`config.mk`:
```
export PLATFORM = sky130hd
export DESIGN_NAME = sca_top
export DESIGN_NICKNAME = d
export VERILOG_FILES = /design/src/hw/sca_top.v /design/src/hw/sca_chan_map.v
export VERILOG_INCLUDE_DIRS = /design/src /design/src/hw
export SDC_FILE = /design/constraint.sdc
export NUM_CORES = 1
export LEC_CHECK = 0
export BUFFER_PORTS_ARGS = -buffer_cell sky130_fd_sc_hd__buf_2
export CAP_MARGIN = 5
export CORE_MARGIN = 4
export CORE_UTILIZATION = 47
export DETAILED_ROUTE_END_ITERATION = 16
export GPL_ROUTABILITY_DRIVEN = 0
export GPL_TIMING_DRIVEN = 0
export PLACE_DENSITY_LB_ADDON = 0.1
export RECOVER_POWER = 50
export SLEW_MARGIN = 20
export SYNTH_ARGS = -nofsm -noshare
export SYNTH_HDL_FRONTEND = slang
export SYNTH_SLANG_ARGS = --single-unit
```
`constraint.sdc`:
```
create_clock -name pclk -period 4.7 [get_ports pclk]
set_input_delay 0.94 -clock pclk [delete_from_list [all_inputs] [get_ports pclk]]
set_output_delay 0.94 -clock pclk [all_outputs]
set_load 0.03 [all_outputs]
```
`src/hw/sca_map.vh`:
```
// Register offsets, field positions and reset values of the stream channel adapter
`ifndef SCA_MAP_VH
`define SCA_MAP_VH

// Register byte offsets on the APB side
`define SCA_CTRL_OFS        8'h00
`define SCA_STATUS_OFS      8'h04
`define SCA_ERRCNT_OFS      8'h08
`define SCA_LASTCH_OFS      8'h0C
`define SCA_CONFIG_OFS      8'h10
`define SCA_PASSCNT_OFS     8'h14

// Control register fields
`define SCA_CTRL_CNT_EN     0
`define SCA_CTRL_CNT_CLR    1
`define SCA_CTRL_RST        32'h0000_0001

// Status register fields
`define SCA_STAT_RANGE_ERR  0
`define SCA_STAT_SEEN_BEAT  1

// Config register field positions
`define SCA_CFG_IN_W_LSB    0
`define SCA_CFG_OUT_W_LSB   4
`define SCA_CFG_OUT_MAX_LSB 8
`define SCA_CFG_IN_MAX_LSB  16
`define SCA_CFG_ERR_W_LSB   24
`define SCA_CFG_LEGAL_BIT   31

// Channel field and error width limits
`define SCA_CHAN_W_MAX      8
`define SCA_CHAN_MAX_LIMIT  255
`define SCA_ERR_W_MAX       31

`endif

```
`src/hw/sca_top.v`:
```
// Stream channel adapter with an APB status and control slave
//
// What this block does
// Flag nonzero channel when sink lacks channels
// Tie sink channel to zero without source channel
// Forward channel, zero-fill extra sink bits
// Forward low channel bits, drop surplus bits
// Flag beats above sink maximum channel
// Hold sink valid low for such beats
// Channel widths zero to eight bits
// Maximum channel parameter zero to 255
// Error width zero to 31, passed through
// Ready passes through, latency unchanged
// Packet delimiters and empty pass unchanged
// Symbol size identical on both sides
// Everything else passes through unmodified
// Combinational path, error in same cycle
`timescale 1ns/1ps
`include "sca_map.vh"
module sca_top #(
    parameter SYM_BITS      = 8,
    parameter SYMS_PER_BEAT = 4,
    parameter EMPTY_W       = 2,
    parameter IN_CHAN_W     = 4,
    parameter IN_MAX_CHAN   = 15,
    parameter OUT_CHAN_W    = 4,
    parameter OUT_MAX_CHAN  = 15,
    parameter ERR_W         = 1,
    parameter ADDR_W        = 8
) (
    input  wire                       pclk,
    input  wire                       presetn,
    // APB slave
    input  wire [ADDR_W-1:0]          paddr,
    input  wire                       psel,
    input  wire                       penable,
    input  wire                       pwrite,
    input  wire [31:0]                pwdata,
    output reg                        pready,
    output reg  [31:0]                prdata,
    output reg                        pslverr,
    // Source side
    input  wire                       src_valid,
    output wire                       src_ready,
    input  wire [SYM_BITS*SYMS_PER_BEAT-1:0] src_data,
    input  wire [((IN_CHAN_W == 0) ? 1 : IN_CHAN_W)-1:0] src_chan,
    input  wire                       src_sop,
    input  wire                       src_eop,
    input  wire [EMPTY_W-1:0]         src_empty,
    input  wire [((ERR_W == 0) ? 1 : ERR_W)-1:0] src_error,
    // Sink side
    output wire                       snk_valid,
    input  wire                       snk_ready,
    output wire [SYM_BITS*SYMS_PER_BEAT-1:0] snk_data,
    output wire [((OUT_CHAN_W == 0) ? 1 : OUT_CHAN_W)-1:0] snk_chan,
    output wire                       snk_sop,
    output wire                       snk_eop,
    output wire [EMPTY_W-1:0]         snk_empty,
    output wire [((ERR_W == 0) ? 1 : ERR_W)-1:0] snk_error,
    output wire                       chan_error
);
    // Zero-width fields keep a one-bit port that is ignored or driven zero
    localparam CIW = (IN_CHAN_W  == 0) ? 1 : IN_CHAN_W;
    localparam COW = (OUT_CHAN_W == 0) ? 1 : OUT_CHAN_W;
    localparam EW  = (ERR_W == 0) ? 1 : ERR_W;

    // Configuration figures as seen by software
    localparam [3:0] CFG_IN_W    = IN_CHAN_W[3:0];
    localparam [3:0] CFG_OUT_W   = OUT_CHAN_W[3:0];
    localparam [7:0] CFG_OUT_MAX = OUT_MAX_CHAN[7:0];
    localparam [7:0] CFG_IN_MAX  = IN_MAX_CHAN[7:0];
    localparam [4:0] CFG_ERR_W   = ERR_W[4:0];
    // Reset value of the control word; only the enable bit is stored
    localparam [31:0] CTRL_RST_WORD = `SCA_CTRL_RST;
    // Parameters inside their legal ranges; reported to software, not enforced
    localparam PARAM_OK = (IN_CHAN_W <= `SCA_CHAN_W_MAX) && (OUT_CHAN_W <= `SCA_CHAN_W_MAX) &&
                          (IN_MAX_CHAN <= `SCA_CHAN_MAX_LIMIT) && (OUT_MAX_CHAN <= `SCA_CHAN_MAX_LIMIT) &&
                          (ERR_W <= `SCA_ERR_W_MAX);
    localparam [31:0] LEGAL_WORD = PARAM_OK ? (32'h0000_0001 << `SCA_CFG_LEGAL_BIT) : 32'h0000_0000;

    localparam [31:0] CONFIG_WORD =
        ({28'h0000000, CFG_IN_W}    << `SCA_CFG_IN_W_LSB)   |
        ({28'h0000000, CFG_OUT_W}   << `SCA_CFG_OUT_W_LSB)  |
        ({24'h000000,  CFG_OUT_MAX} << `SCA_CFG_OUT_MAX_LSB) |
        ({24'h000000,  CFG_IN_MAX}  << `SCA_CFG_IN_MAX_LSB)  |
        ({27'h0000000, CFG_ERR_W}   << `SCA_CFG_ERR_W_LSB)   |
        LEGAL_WORD;

    // Address match against a register offset, used by every decode
    function reg_hit;
        input [ADDR_W-1:0] addr;
        input [7:0]        ofs;
        reg   [ADDR_W+7:0] addr_ext;
        begin
            // Widened compare works for any ADDR_W; upper address bits must be zero
            addr_ext = {8'h00, addr};
            reg_hit  = (addr_ext == {{ADDR_W{1'b0}}, ofs});
        end
    endfunction

    // Saturating increment shared by both beat counters
    function [15:0] sat_inc;
        input [15:0] value;
        begin
            if (value == 16'hFFFF) begin
                sat_inc = value;
            end else begin
                sat_inc = value + 16'h0001;
            end
        end
    endfunction

    wire [7:0] chan_value;
    wire       out_of_range;

    // Channel mapping and range check live in the leaf
    sca_chan_map #(
        .IN_CHAN_W    (IN_CHAN_W),
        .OUT_CHAN_W   (OUT_CHAN_W),
        .OUT_MAX_CHAN (OUT_MAX_CHAN)
    ) u_map (
        .src_chan     (src_chan),
        .snk_chan     (snk_chan),
        .chan_value   (chan_value),
        .out_of_range (out_of_range)
    );

    // Stream path has no flip-flop: adding one would shift ready_to_data_cycles
    assign chan_error = src_valid & out_of_range;
    assign snk_valid  = src_valid & ~out_of_range;
    assign src_ready  = snk_ready;
    assign snk_data   = src_data;
    assign snk_sop    = src_sop;
    assign snk_eop    = src_eop;
    assign snk_empty  = src_empty;
    assign snk_error  = (ERR_W == 0) ? {EW{1'b0}} : src_error;

    // APB answer sequencer states
    localparam [0:0] APB_IDLE   = 1'b0;
    localparam [0:0] APB_ANSWER = 1'b1;   // pready stands in this state

    reg        apb_state;
    reg        next_apb_state;

    // Next values of the flags and counters
    reg        next_range_err;
    reg        next_seen_beat;
    reg [15:0] next_err_count;
    reg [15:0] next_pass_count;

    // Software-visible state
    reg [15:0] pass_count;
    reg        cnt_en;
    reg        range_err;
    reg        seen_beat;
    reg [15:0] err_count;
    reg [7:0]  last_bad_chan;

    wire apb_access = psel & penable & (apb_state == APB_IDLE);
    wire apb_write  = psel & penable & pwrite & (apb_state == APB_ANSWER);
    wire hit_ctrl   = reg_hit(paddr, `SCA_CTRL_OFS);
    wire hit_status = reg_hit(paddr, `SCA_STATUS_OFS);
    wire hit_errcnt = reg_hit(paddr, `SCA_ERRCNT_OFS);
    wire hit_lastch = reg_hit(paddr, `SCA_LASTCH_OFS);
    wire hit_config = reg_hit(paddr, `SCA_CONFIG_OFS);
    wire hit_passcnt = reg_hit(paddr, `SCA_PASSCNT_OFS);
    wire hit_any    = hit_ctrl | hit_status | hit_errcnt | hit_lastch | hit_config | hit_passcnt;
    wire good_beat  = src_valid & ~out_of_range;
    wire bad_beat   = src_valid & out_of_range;
    wire clr_req    = apb_write & hit_ctrl & pwdata[`SCA_CTRL_CNT_CLR];
    wire w1c_err    = apb_write & hit_status & pwdata[`SCA_STAT_RANGE_ERR];
    wire w1c_seen   = apb_write & hit_status & pwdata[`SCA_STAT_SEEN_BEAT];

    reg [31:0] next_rdata;

    // Read mux; unmapped addresses read zero and flag an error
    always @* begin
        next_rdata = 32'h0000_0000;
        if (hit_ctrl) begin
            next_rdata[`SCA_CTRL_CNT_EN] = cnt_en;
        end else if (hit_status) begin
            next_rdata[`SCA_STAT_RANGE_ERR] = range_err;
            next_rdata[`SCA_STAT_SEEN_BEAT] = seen_beat;
        end else if (hit_errcnt) begin
            next_rdata[15:0] = err_count;
        end else if (hit_lastch) begin
            next_rdata[7:0] = last_bad_chan;
        end else if (hit_config) begin
            next_rdata = CONFIG_WORD;
        end else if (hit_passcnt) begin
            next_rdata[15:0] = pass_count;
        end
    end

    // One wait state: the answer follows the first access cycle
    always @* begin
        next_apb_state = APB_IDLE;
        case (apb_state)
            APB_IDLE: begin
                if (psel && penable) begin
                    next_apb_state = APB_ANSWER;
                end
            end
            APB_ANSWER: begin
                next_apb_state = APB_IDLE;
            end
            default: begin
                next_apb_state = APB_IDLE;
            end
        endcase
    end

    // Answer registers: pready, read data and error stand for one cycle
    always @(posedge pclk or negedge presetn) begin
        if (!presetn) begin
            apb_state <= APB_IDLE;
            pready    <= 1'b0;
            prdata    <= 32'h0000_0000;
            pslverr   <= 1'b0;
        end else begin
            apb_state <= next_apb_state;
            pready    <= (next_apb_state == APB_ANSWER);
            pslverr   <= apb_access & ~hit_any;
            if (apb_access && !pwrite) begin
                prdata <= next_rdata;
            end else begin
                prdata <= 32'h0000_0000;
            end
        end
    end

    // Control: the counter enable steers whether good and bad beats are counted
    always @(posedge pclk or negedge presetn) begin
        if (!presetn) begin
            cnt_en <= CTRL_RST_WORD[`SCA_CTRL_CNT_EN];
        end else if (apb_write && hit_ctrl) begin
            cnt_en <= pwdata[`SCA_CTRL_CNT_EN];
        end
    end

    // Sticky flags: a new event in the clearing cycle wins over the clear
    always @* begin
        next_range_err = range_err;
        next_seen_beat = seen_beat;
        if (w1c_err) begin
            next_range_err = 1'b0;
        end
        if (bad_beat) begin
            next_range_err = 1'b1;
        end
        if (w1c_seen) begin
            next_seen_beat = 1'b0;
        end
        if (src_valid) begin
            next_seen_beat = 1'b1;
        end
    end

    // Counters saturate; a clear racing a counted beat leaves a count of one
    always @* begin
        next_err_count  = err_count;
        next_pass_count = pass_count;
        if (clr_req) begin
            next_err_count  = 16'h0000;
            next_pass_count = 16'h0000;
        end
        if (bad_beat && cnt_en) begin
            next_err_count = sat_inc(clr_req ? 16'h0000 : err_count);
        end
        if (good_beat && cnt_en) begin
            next_pass_count = sat_inc(clr_req ? 16'h0000 : pass_count);
        end
    end

    // Flags and counters
    always @(posedge pclk or negedge presetn) begin
        if (!presetn) begin
            range_err  <= 1'b0;
            seen_beat  <= 1'b0;
            err_count  <= 16'h0000;
            pass_count <= 16'h0000;
        end else begin
            range_err  <= next_range_err;
            seen_beat  <= next_seen_beat;
            err_count  <= next_err_count;
            pass_count <= next_pass_count;
        end
    end

    // Last channel that was refused, kept for diagnosis
    always @(posedge pclk or negedge presetn) begin
        if (!presetn) begin
            last_bad_chan <= 8'h00;
        end else if (bad_beat) begin
            last_bad_chan <= chan_value;
        end
    end
endmodule // sca_top

```
`src/hw/sca_chan_map.v`:
```
// Channel field mapping and range check between source and sink
`timescale 1ns/1ps
module sca_chan_map #(
    parameter IN_CHAN_W    = 4,
    parameter OUT_CHAN_W   = 4,
    parameter OUT_MAX_CHAN = 15
) (
    input  wire [((IN_CHAN_W  == 0) ? 1 : IN_CHAN_W)-1:0]  src_chan,
    output wire [((OUT_CHAN_W == 0) ? 1 : OUT_CHAN_W)-1:0] snk_chan,
    output wire [7:0]                                      chan_value,
    output wire                                            out_of_range
);
    localparam IW = (IN_CHAN_W  == 0) ? 1 : IN_CHAN_W;
    localparam OW = (OUT_CHAN_W == 0) ? 1 : OUT_CHAN_W;
    // A sink without channels accepts only channel zero
    localparam [7:0] MAX_EFF = (OUT_CHAN_W == 0) ? 8'h00 : OUT_MAX_CHAN[7:0];

    wire [7+IW:0] widened;
    wire [7:0]    src_ext;
    wire [7+OW:0] out_pad;

    // Zero-extend the source channel to the full eight-bit range
    assign widened  = {8'h00, src_chan};
    assign src_ext  = (IN_CHAN_W == 0) ? 8'h00 : widened[7:0];
    assign out_pad  = {{OW{1'b0}}, src_ext};
    // Low bits pass unchanged, upper sink bits are zero, extra source bits dropped
    assign snk_chan = (OUT_CHAN_W == 0) ? {OW{1'b0}} : out_pad[OW-1:0];
    assign chan_value   = src_ext;
    assign out_of_range = (src_ext > MAX_EFF);
endmodule // sca_chan_map

```
# Word level (Yosys, flattened, before mapping)
# Cells that the tools add are included.
# W data, S select, Z words.
# totals
ff_bits,73
latch_bits,0
mem_bits_rw,0
mem_bits_ro,0
in_bits,88
word_cells,76
memories,0
# op_classes
addsub,2
n_mul,0
n_div,0
order_cmp,1
eq_ne,7
shifts,0
mux,28
bitwise,20
n_reduce_logical,9
# ops
cell,count
$mux W16,15
$add A16 B1 Y16 const B,2
$eq A16 B16 Y1 const B,2
$mux W32,1
$mux W31,1
$mux W30,1
$mux W24,1
$eq A8 B4 Y1 const B,2
$eq A8 B5 Y1 const B,2
$and A1 B1 Y1,12
$eq A8 B3 Y1 const B,1
$logic_not A8 Y1,1
$mux W8,1
$mux W1,6
$logic_and A1 B1 Y1,5
$or A1 B1 Y1,5
$gt A4 B4 Y1 const B,1
$reduce_bool A2 Y1,2
$not A1 Y1,3
$mux W2,1
$pmux W1 S2,1
$logic_not A1 Y1,1

# Depth between registers and ports, before layout
# Gate-level depths: netlist of run 1.
# logic_depth
depth_word,12
ltp_mapped,10
depth_no_buf,8

# Hierarchy
# From an unflattened synthesis of run 1, not the netlist that was laid out.
# unflattened
hier_cells,388
hier_area_um2,3664.8
# by_module_without_submodules
module,instances,cells_each,area_each_um2,seq_area_each_um2
sca_top,1,374,3563.4,1552.7
sca_chan_map,1,14,101.3,0.0

# Worst setup path before layout of run 1
# OpenSTA, ideal clock, no wires.
# synth_timing
kind,input-to-reg
from,input port paddr[3]
to,register pass_count[4]
setup_ps,77
arrival_time_ps,2959
slack_ps,1664
stages,10
path_buffers,2
cell_sequence,nor4_2 > nand4_1 > clkbuf_1 > and2_1 > ha_1 > nand4_1 > nor4_1 > buf_2 > or3_1 > a21oi_1
# synth_between
elab_chain_len,7
elab_cells_between_ends,8
classes_between,1 x add/sub; 1 x eq/ne; 3 x mux; 2 x bitwise; 1 x reduce/logical
# synth_lines
item,line_no,source
"start, declared",sca_top.v:34,"input wire [ADDR_W-1:0] paddr,"
$logic_not A8 Y1 (*),sca_top.v:97,"reg_hit = (addr_ext == {{ADDR_W{1'b0}}, ofs});"
$and A1 B1 Y1 (*) (2 in a row),sca_top.v:170,wire clr_req = apb_write & hit_ctrl & pwdata[`SCA_CTRL_CNT_CLR];
$mux W16 (*),-,
$add A16 B1 Y16 or $eq A16 B16 Y1 (tied branches),"sca_top.v:108, sca_top.v:105",
$mux W16,sca_top.v:105,if (value == 16'hFFFF) begin
$mux W16 (*),sca_top.v:270,if (good_beat && cnt_en) begin
via next_pass_count[4],sca_top.v:149,reg [15:0] next_pass_count;
"end signal, assigned",sca_top.v:286,pass_count <= next_pass_count;
"end, declared",sca_top.v:152,reg [15:0] pass_count;
# The timed path passes the listed nets; every way through them passes the cells marked *.
# A chain may end at the register's enable or synchronous reset.

# Worst setup path after layout of run 1
# Same ends and word-level chain as after synthesis.

==> results of run 1 <==
## per-layer routing
layer	vias up	GRT usage	share of wire
li1	1157	-	-
met1	1086	0.222	0.43
met2	72	0.294	0.51
met3	6	0.0432	0.056
met4	0	0.0417	0.0083
met5	-	0	0
## final cells by class
class / count / area, sq um
fillers: 582 / 2460
flip-flops and latches: 53 / 1330
multi-input cells: 174 / 1030
plain buffers: 71 / 507
repair buffers: 82 / 374
well taps: 75 / 93.8
clock buffers: 7 / 76.3
clock inverters: 1 / 7.51
inverters: 1 / 3.75
## registers in the layout, indices dropped and copies added, names as in the netlist
| signal | cells |
|---|---|
| apb_state | 1 |
| cnt_en | 1 |
| err_count | 16 |
| pass_count | 16 |
| prdata | 17 |
| pslverr | 1 |
| seen_beat | 1 |
## cell usage after synthesis, drive strengths merged (2+ instances only)
library cell,n
nor3,4
and2,19
nand3,13
a21oi,13
and3,3
a31oi,7
nor4,3
o21ai,8
clkbuf,2
a21o,2
dfrtp,52
and4,7
mux2i,2
a211oi,2
or4,3
o31ai,2
buf,69
nand2,22
or3,7
o211ai,2
nor2,14
a22oi,8
nand4,10
## how the worst min path moves through the flow
stage	startpoint	endpoint	slack [ps]	cells past startpoint
2_1_floorplan	err_count[10]$_DFF_PN0_	err_count[10]$_DFF_PN0_	450	1
3_3_place_gp	err_count[9]$_DFF_PN0_	err_count[9]$_DFF_PN0_	470	1
3_5_place_dp	err_count[11]$_DFF_PN0_	err_count[11]$_DFF_PN0_	470	1
4_1_cts	err_count[2]$_DFF_PN0_	err_count[2]$_DFF_PN0_	500	1
5_1_grt	err_count[15]$_DFF_PN0_	err_count[15]$_DFF_PN0_	500	1
6_report	err_count[11]$_DFF_PN0_	err_count[11]$_DFF_PN0_	490	1
## power breakdown
part           switching, uW  internal, uW
combinational           83.4          49.0
sequential              1.34           457
clock                    144           106
total                    229           612
## layout by cell type (no fill, tap or decap), drive strengths merged, types with 2 or more instances in the layout
master    n
buf     121
dfrtp    52
clkbuf   39
nand2    22
and2     19
nor2     14
nand3    13
a21oi    13
conb     11
nand4    10
a22oi     8
o21ai     8
or3       7
a31oi     7
and4      7
nor3      4
and3      3
nor4      3
or4       3
a21o      2
mux2i     2
o31ai     2
o211ai    2
a211oi    2
## stage by stage
step	utilization	power, uW
finish	0.582	841
global placement	0.575	601
global route	0.582	879
CTS	0.590	852
floorplan	-	564
detailed placement	0.576	603
## logic make-up after synthesis
group,count (synthesis),synth area share
simple gates,110,0.225
buf+inv,72,0.181
flops,53,0.467
compound gates,49,0.111
mux,3,0.0110
fa+ha+maj,1,0.00440
other cells,1,0.00132
==> run summary, run 1 <==
Root Buffer: clkbuf_8
Cell Area, Synth: 2850 sq um
Slowest Stage Delay on Critical Path: 580 ps
post-route cell area: 3420 sq um
Die Span Y: 85.8 um
setup TNS: 0 ps
FF-to-FF Start: apb_state$_DFF_PN0_
post-synthesis register bit count: 53
post-synthesis cell count: 289
syn_area_per_cell: 9.85 sq um
via count: 2321
placed insts: 456
PostCTS Resize Cnt: 0
H-tree depth: 2
maxcap violations: 1
wire per inst: 13.3 um
cell count of the worst reg-to-reg path: 10
Longest Clk Path Bufs: 2
Setup-failing EPs final: 0
asr flop ratio synth: 1.00
CTS Buf Count: 5
register area share after synthesis: 0.467
Residual DRC: 0
Worst setup SP type: primary input
leak pwr: 0.00166 uW
maximum resistive drop on vdd: 0.000156 V
Worst Clk Skew: 5.80 ps
Setup crit end: pass_count[4]$_DFF_PN0_
clk sinks: 53
Worst Setup SP: paddr[3]
critical path's slowest cell: nor4_1
Max FO, Critical Path: 10
Inserted Diodes: 0
HPWL Detailed: 4.72 mm
Worst-Skew Late Latency: 310 ps
flop2flop setup slack: 1790 ps
first-pass GRT wire length: 10.2 mm
worst-path cell chain: buf_2, nor4_1, nand4_1, clkbuf_1, and2_1, ha_1, nand4_1, nor4_1, buf_2, or3_1, a21oi_1
Final Hold Fails: 0
vias in the first global route: 2249
Clock Pin Slew Worst Setup and Hold Paths: 90 ps
placed inst area: 3390 sq um
unrepaired setup endpoints after global routing: false
Die Span X: 85.8 um
Final period util: 0.782
Die ar.: 7360 sq um
share of cells above drive strength 1: 0.347
cell accounting for the most synthesized area: dfrtp_1
final worst-path setup slack: 1030 ps
# IOs: 166
Post-synth EDFFs: 0
slew margin rel.: -0.818
Hold WS: 491 ps
final max-slew violation count: 54
post-route insts no fill: 464
CTS tree: built
initial antenna violation count: 0
1st-pass router iterations: 4
critical path arrival: 3910 ps
worst-margin pin slew: 2730 ps
kind of critical path: in -> reg
postcts setup bufs: 0
starting density of the core: 0.483
crit path time final: 3670 ps
CTS Hold Bufs: 0
failing checks: capacitance limit, slew limit
critical path endpoint category: flop
ys flop type: dfrtp_1
largest cells by area after synthesis: dfrtp_1 46%, buf_4 17%, and2_1 4.2%, nand2_1 2.9%, nand4_1 2.2%
status: finished with violations
pin count of the biggest net entering global routing: 54
Area Overhead vs Synth: 20.4%
nets: 477
Core Region: 5890 sq um
Yosys top cell area share: 0.457
critical path buffer and inverter count: 3
DRT Wirelength: 6.15 mm
WP depth: 11
I/O Buffers: 82
grt ovf: 0
Hold WC Path Type: reg -> reg
setup slack at placement: 906 ps
Worst R2R End: pass_count[4]$_DFF_PN0_
Worst EP required: 4940 ps
FMAX: 272 MHz
Pwr Density: 246 nW/um^2
yosys warns: 0
row count: 28
post-route ant nets: 0
Crit path max-delay family: simple AND/OR/NAND/NOR gates
Iter 0 DRT Violations: 134
Netlist cell types: 45
via/cell ratio: 5.00
gr usage total: 0.173
Note: power is estimated with default switching activity, not from simulation.
==> run 2, diff against run 1 <==
--- a/config.mk
+++ b/config.mk
@@ -6,10 +6,11 @@
 export SDC_FILE = /design/constraint.sdc
 export NUM_CORES = 1
 export LEC_CHECK = 0
+export ABC_AREA = 1
 export BUFFER_PORTS_ARGS = -buffer_cell sky130_fd_sc_hd__buf_2
 export CAP_MARGIN = 5
 export CORE_MARGIN = 4
-export CORE_UTILIZATION = 47
+export CORE_UTILIZATION = 42
 export DETAILED_ROUTE_END_ITERATION = 16
 export GPL_ROUTABILITY_DRIVEN = 0
 export GPL_TIMING_DRIVEN = 0
==> constraint.sdc (replaced) <==
create_clock -name pclk -period 3 [get_ports pclk]
set_input_delay 0.6 -clock pclk [delete_from_list [all_inputs] [get_ports pclk]]
set_output_delay 0.6 -clock pclk [all_outputs]
set_load 0.03 [all_outputs]
==> run summary, run 2 <==
Finished Core Util: 0.513 (-0.0689)
leak pwr: 0.00225 uW (+36%)
Hold WC Path Type: reg -> reg
critical path endpoint category: flop
cell accounting for the most synthesized area: dfrtp_1
Core Region: 7730 sq um (+31%)
Cell Area, Synth: 3340 sq um (+17%)
Worst setup SP type: primary input
clk sinks: 53 (unchanged)
worst-margin pin slew: 1300 ps (-1430 ps)
Root Buffer: clkbuf_8
status: completed
Setup-failing EPs final: 0 (unchanged)
Final period util: 0.914
starting density of the core: 0.432 (-0.0516)
final worst-path setup slack: 257 ps (-768 ps)
Inserted Diodes: 0 (unchanged)
most used cell, CP: nand2_1
Longest Clk Path Bufs: 2 (unchanged)
maximum resistive drop on vdd: 0.000170 V (+8.8%)
FMAX: 365 MHz
Post-synth EDFFs: 0 (unchanged)
Clock Pin Slew Worst Setup and Hold Paths: 100 ps (about the same)
first-pass GRT wire length: 12.5 mm (+22%)
Yosys top cell area share: 0.390 (-0.0674)
HPWL Detailed: 5.71 mm (+21%)
critical path arrival: 2950 ps (-960 ps)
slew margin rel.: 0.135 (+0.953)
CTS Hold Bufs: 0 (unchanged)
Top reg by flops: prdata
I/O Buffers: 82 (unchanged)
Residual DRC: 0 (unchanged)
largest registers: prdata (17), err_count (16), pass_count (16)
nets: 599 (+26%)
ys flop type: dfrtp_1
wire per inst: 11.8 um (-11%)
Netlist cell types: 36 (-20%)
critical path buffer and inverter count: 5 (+2)
flop2flop setup slack: 540 ps (-1250 ps)
asr flop ratio synth: 1.00 (unchanged)
Worst EP required: 3210 ps (-1730 ps)
via count: 2716 (+17%)
hold path start: apb_state$_DFF_PN0_
Die Span X: 97.1 um (+13%)
most common cell after layout, fill and taps aside: inv_1
DRT Wirelength: 7.21 mm (+17%)
Worst Setup SP: paddr[1]
cell with the most instances after synthesis: inv_1
grt ovf: 0 (unchanged)
placed inst area: 3920 sq um (+16%)
PostCTS Resize Cnt: 0 (unchanged)
kind of critical path: in -> reg
post-route insts no fill: 613 (+32%)
CTS Buf Count: 5 (unchanged)
via/cell ratio: 4.43 (-11%)
yosys warns: 0 (unchanged)
setup slack at placement: -85.9 ps (-992 ps)
post-synthesis register bit count: 53 (unchanged)
Filler Cell Count: 760 (+31%)
H-tree depth: 2 (unchanged)
post-synthesis cell count: 411 (+42%)
worst-path cell chain: clkbuf_1, nor2_4, nand2_2, nor2_4, nand2_1, nor2_2, buf_4, nor2_1, ha_1, nand2_1, inv_1, nand3_1, nor2_2, nand4_4, buf_12, nand3_1, nand2_1, inv_1
Worst-Skew Late Latency: 310 ps (about the same)
final max-slew violation count: 0 (-100%)
post-route ant nets: 0 (unchanged)
# IOs: 166 (unchanged)
Die Span Y: 97.1 um (+13%)
register area share after synthesis: 0.398 (-0.0688)
Largest register FFs: 17 (unchanged)
most frequent cells in the layout: 72 x inv_1, 66 x nand2_1, 60 x buf_4
largest cells by area after synthesis: dfrtp_1 39%, buf_4 13%, inv_1 8.1%, nand2_1 7.4%, nor2_1 5.4%
1st-pass router iterations: 4 (unchanged)
critical path's slowest cell: nor2_2
share of cells above drive strength 1: 0.321 (-0.0261)
unrepaired setup endpoints after global routing: false
gr usage total: 0.158 (-0.0145)
Crit path max-delay family: simple AND/OR/NAND/NOR gates
Slowest Stage Delay on Critical Path: 270 ps (-310 ps)
row count: 32 (+14%)
syn_area_per_cell: 8.12 sq um (-18%)
initial antenna violation count: 0 (unchanged)
pin count of the biggest net entering global routing: 54 (unchanged)
placed insts: 605 (+33%)
CTS tree: built
Pwr Density: 387 nW/um^2 (+58%)
post-route cell area: 3960 sq um (+16%)
maxcap violations: 0 (-1)
setup TNS: 0 ps (unchanged)
Iter 0 DRT Violations: 81 (-40%)
FF-to-FF Start: apb_state$_DFF_PN0_
Max FO, Critical Path: 10 (unchanged)
Worst Clk Skew: 9.08 ps (+3.28 ps)
crit path time final: 2740 ps
Final Hold Fails: 0 (unchanged)
Die ar.: 9440 sq um (+28%)
postcts setup bufs: 0 (unchanged)
Area Overhead vs Synth: 18.8%
vias in the first global route: 2711 (+21%)
synth cell count leaders: 72 x inv_1, 66 x nand2_1, 60 x buf_4
-- run 2: cell types whose count changed after synthesis, sizes merged, moves of 8 or more --
cell	previous run	this run
nand3	13	32
and2	19	1
nand2	22	73
nor2	14	62
a21oi	13	4
a22oi	8	0
inv	1	76
-- run 2: area by class of cell --
type	count	area, sq um	area share
sequential	53	1330	0.335
clock inverter	3	21.3	0.00537
inverter	76	285	0.0720
buffer	67	528	0.133
clock buffer	5	68.8	0.0174
timing repair buffer	82	372	0.0937
tap	102	128	0.0322
multi-input combinational	225	1230	0.311
-- run 2: cell families after synthesis --
logic type,after synthesis,share of synthesized area
simple gates,179,0.286
buf+inv,143,0.244
flops,53,0.398
compound gates,30,0.0566
xor+xnor,4,0.0105
fa+ha+maj,1,0.00375
other cells,1,0.00112
-- run 2: power breakdown --
group	total [uW]	internal [uW]	switching (uW)
registers	783	746	36.8
clock network	411	166	245
logic	341	127	214
total	1540	1040	496
-- run 2: path summary, 6_finish.rpt --
path	end	depth (start not counted)
max in group asynchronous	err_count[9]$_DFF_PN0_	1
max	pass_count[15]$_DFF_PN0_	18
min reg2reg	apb_state$_DFF_PN0_	1
max reg2reg	pass_count[15]$_DFF_PN0_	16
min	apb_state$_DFF_PN0_	1
min in group asynchronous	apb_state$_DFF_PN0_	1
-- run 2: layer usage --
layer  vias up  routed length [um]  track usage
met3         7                 435       0.0266
met1      1226                3220        0.210
met4         0                  79       0.0562
met2        97                3470        0.261
li1       1386                   -            -
met5         -                   0            0
-- run 2: metrics by stage --
stage	power, uW	hold WS [ps]
floorplan	1050	304
global placement	1140	453
detailed placement	1150	460
CTS	1560	345
global route	1620	512
finish	1540	469
==> run 3, diff against run 2 <==
--- a/config.mk
+++ b/config.mk
@@ -10,7 +10,8 @@
 export BUFFER_PORTS_ARGS = -buffer_cell sky130_fd_sc_hd__buf_2
 export CAP_MARGIN = 5
 export CORE_MARGIN = 4
-export CORE_UTILIZATION = 42
+export CORE_UTILIZATION = 43
+export CTS_BUF_LIST = sky130_fd_sc_hd__clkbuf_8
 export DETAILED_ROUTE_END_ITERATION = 16
 export GPL_ROUTABILITY_DRIVEN = 0
 export GPL_TIMING_DRIVEN = 0
==> run summary, run 3 (synthesized netlist as in run 2, its figures left out) <==
DRT Wirelength: 7.06 mm (-2.1%)
Finished Core Util: 0.537 (+0.0243)
post-route ant nets: 0 (unchanged)
critical path arrival: 2980 ps (+30 ps)
clk sinks: 53 (unchanged)
critical path endpoint category: flop
share of cells above drive strength 1: 0.319 (-0.00196)
via/cell ratio: 4.47 (+0.90%)
initial antenna violation count: 0 (unchanged)
Iter 0 DRT Violations: 103 (+27%)
maximum resistive drop on vdd: 0.000199 V (+17%)
flop2flop setup slack: 520 ps (-20 ps)
CTS Buf Count: 5 (unchanged)
I/O Buffers: 82 (unchanged)
Reg area: 1330 sq um (unchanged)
PostCTS Resize Cnt: 0 (unchanged)
Filler Cell Count: 759 (-0.13%)
Worst Setup SP: paddr[7]
Core Region: 7410 sq um (-4.1%)
unrepaired setup endpoints after global routing: false
Pwr Density: 405 nW/um^2 (+4.5%)
post-route cell area: 3980 sq um (+0.41%)
multi-input combinational cell area: 1230 sq um (-0.20%)
most common cell after layout, fill and taps aside: inv_1
placed inst area: 3910 sq um (about the same)
Residual DRC: 0 (unchanged)
final max-slew violation count: 0 (unchanged)
starting density of the core: 0.450 (+0.0186)
# IOs: 166 (unchanged)
total power: 1610 uW (+4.9%)
Max FO, Critical Path: 10 (unchanged)
nets: 599 (unchanged)
first-pass GRT wire length: 11.6 mm (-6.5%)
status: completed
Largest register FFs: 17 (unchanged)
Worst setup SP type: primary input
crit path time final: 2770 ps (+24.7 ps)
Top reg by flops: prdata
Longest Clk Path Bufs: 2 (unchanged)
slew margin rel.: 0.141 (+0.00541)
most frequent cells in the layout: 73 x inv_1, 66 x nand2_1, 60 x buf_4
row count: 31 (-3.1%)
Worst Clk Skew: 5.59 ps (-3.49 ps)
via count: 2727 (+0.41%)
Final period util: 0.922 (+0.00823)
vias in the first global route: 2514 (-7.3%)
FMAX: 361 MHz (-0.89%)
Clock Pin Slew Worst Setup and Hold Paths: 90 ps (about the same)
gr usage total: 0.161 (+0.00258)
Area Overhead vs Synth: 19.3%
maxcap violations: 0 (unchanged)
kind of critical path: in -> reg
cell count of the worst reg-to-reg path: 15 (-1)
Setup-failing EPs final: 0 (unchanged)
Worst R2R End: pass_count[0]$_DFF_PN0_
HPWL Detailed: 5.67 mm (-0.68%)
worst-margin pin slew: 1290 ps (-8.11 ps)
H-tree depth: 2 (unchanged)
Die ar.: 9230 sq um (-2.1%)
Worst-Skew Late Latency: 300 ps (about the same)
Die Span Y: 96.1 um (-1.1%)
Final Hold Fails: 0 (unchanged)
Inserted Diodes: 0 (unchanged)
1st-pass router iterations: 4 (unchanged)
postcts setup bufs: 0 (unchanged)
Hold WC Path Type: reg -> reg
grt ovf: 0 (unchanged)
Root Buffer: clkbuf_8
CTS Hold Bufs: 0 (unchanged)
Setup crit end: pass_count[15]$_DFF_PN0_
leak pwr: 0.00225 uW (about the same)
pin count of the biggest net entering global routing: 54 (unchanged)
FF-to-FF Start: apb_state$_DFF_PN0_
largest registers: prdata (17), err_count (16), pass_count (16)
Worst EP required: 3210 ps (about the same)
Die Span X: 96.1 um (-1.1%)
wire per inst: 11.6 um (-1.6%)
CTS tree: built
==> run 3: cell types whose count changed in the layout (fill, tap and decap cells not counted), sizes merged <==
cell      change
clkinvlp      -1
bufinv        +1
clkbuf        -1
buf           +1
==> run 3: worst max-delay path, stage by stage <==
cell     delay [ps]
buf_2            90
nor2_1          160
nand2_2         110
nor2_4          190
nand2_1         130
nor2_2          280
buf_4           250
nor2_1           80
ha_1            230
nand2_1          70
inv_1            30
nand3_1         180
nor2_2           90
nand4_4         150
buf_12          150
nand3_1          70
nand2_1          70
inv_1            40
==> run 3: where the power goes <==
| group | internal [uW] | leakage, uW | switching (uW) |
|---|---|---|---|
| registers | 746 | 0.000614 | 38.5 |
| logic | 129 | 0.00157 | 216 |
| clock network | 247 | 0.0000595 | 233 |
| total | 1120 | 0.00225 | 488 |
==> run 3: layer usage <==
| layer | vias to the layer above | wire, um | track usage |
|---|---|---|---|
| met5 | - | 0 | 0 |
| met4 | 0 | 163 | 0.0640 |
| met3 | 14 | 511 | 0.0242 |
| met2 | 115 | 3140 | 0.251 |
| met1 | 1210 | 3250 | 0.223 |
| li1 | 1388 | - | - |
==> run 3: layout make-up <==
class,instances,area share
sequential,53,0.334
multi-input combinational,225,0.309
buffer,67,0.133
timing repair buffer,82,0.0937
inverter,76,0.0717
tap,99,0.0311
clock buffer,5,0.0173
clock inverter,3,0.0107
==> run 3: worst min path at each step <==
stage | from | endpoint | slack (ps) | depth (start not counted)
floorplan | presetn | apb_state$_DFF_PN0_ | 300 | 0
global placement | apb_state$_DFF_PN0_ | apb_state$_DFF_PN0_ | 450 | 1
global route | src_valid | seen_beat$_DFFE_PN0P_ | 510 | 2
finish | apb_state$_DFF_PN0_ | apb_state$_DFF_PN0_ | 480 | 1
CTS | presetn | prdata[12]$_DFF_PN0_ | 340 | 1
detailed placement | seen_beat$_DFFE_PN0P_ | seen_beat$_DFFE_PN0P_ | 480 | 1
==> run 3: metrics by stage <==
stage / setup WS, ps / setup TNS [ps] / hold WS (ps) / cells
after floorplan: 484 / 0 / 304 / 421
after global placement: -59.0 / -388 / 453 / 602
after detailed placement: -64.7 / -449 / 479 / 602
after CTS: 263 / 0 / 339 / 610
after global routing: 26.7 / 0 / 508 / 610
final: 233 / 0 / 483 / 610
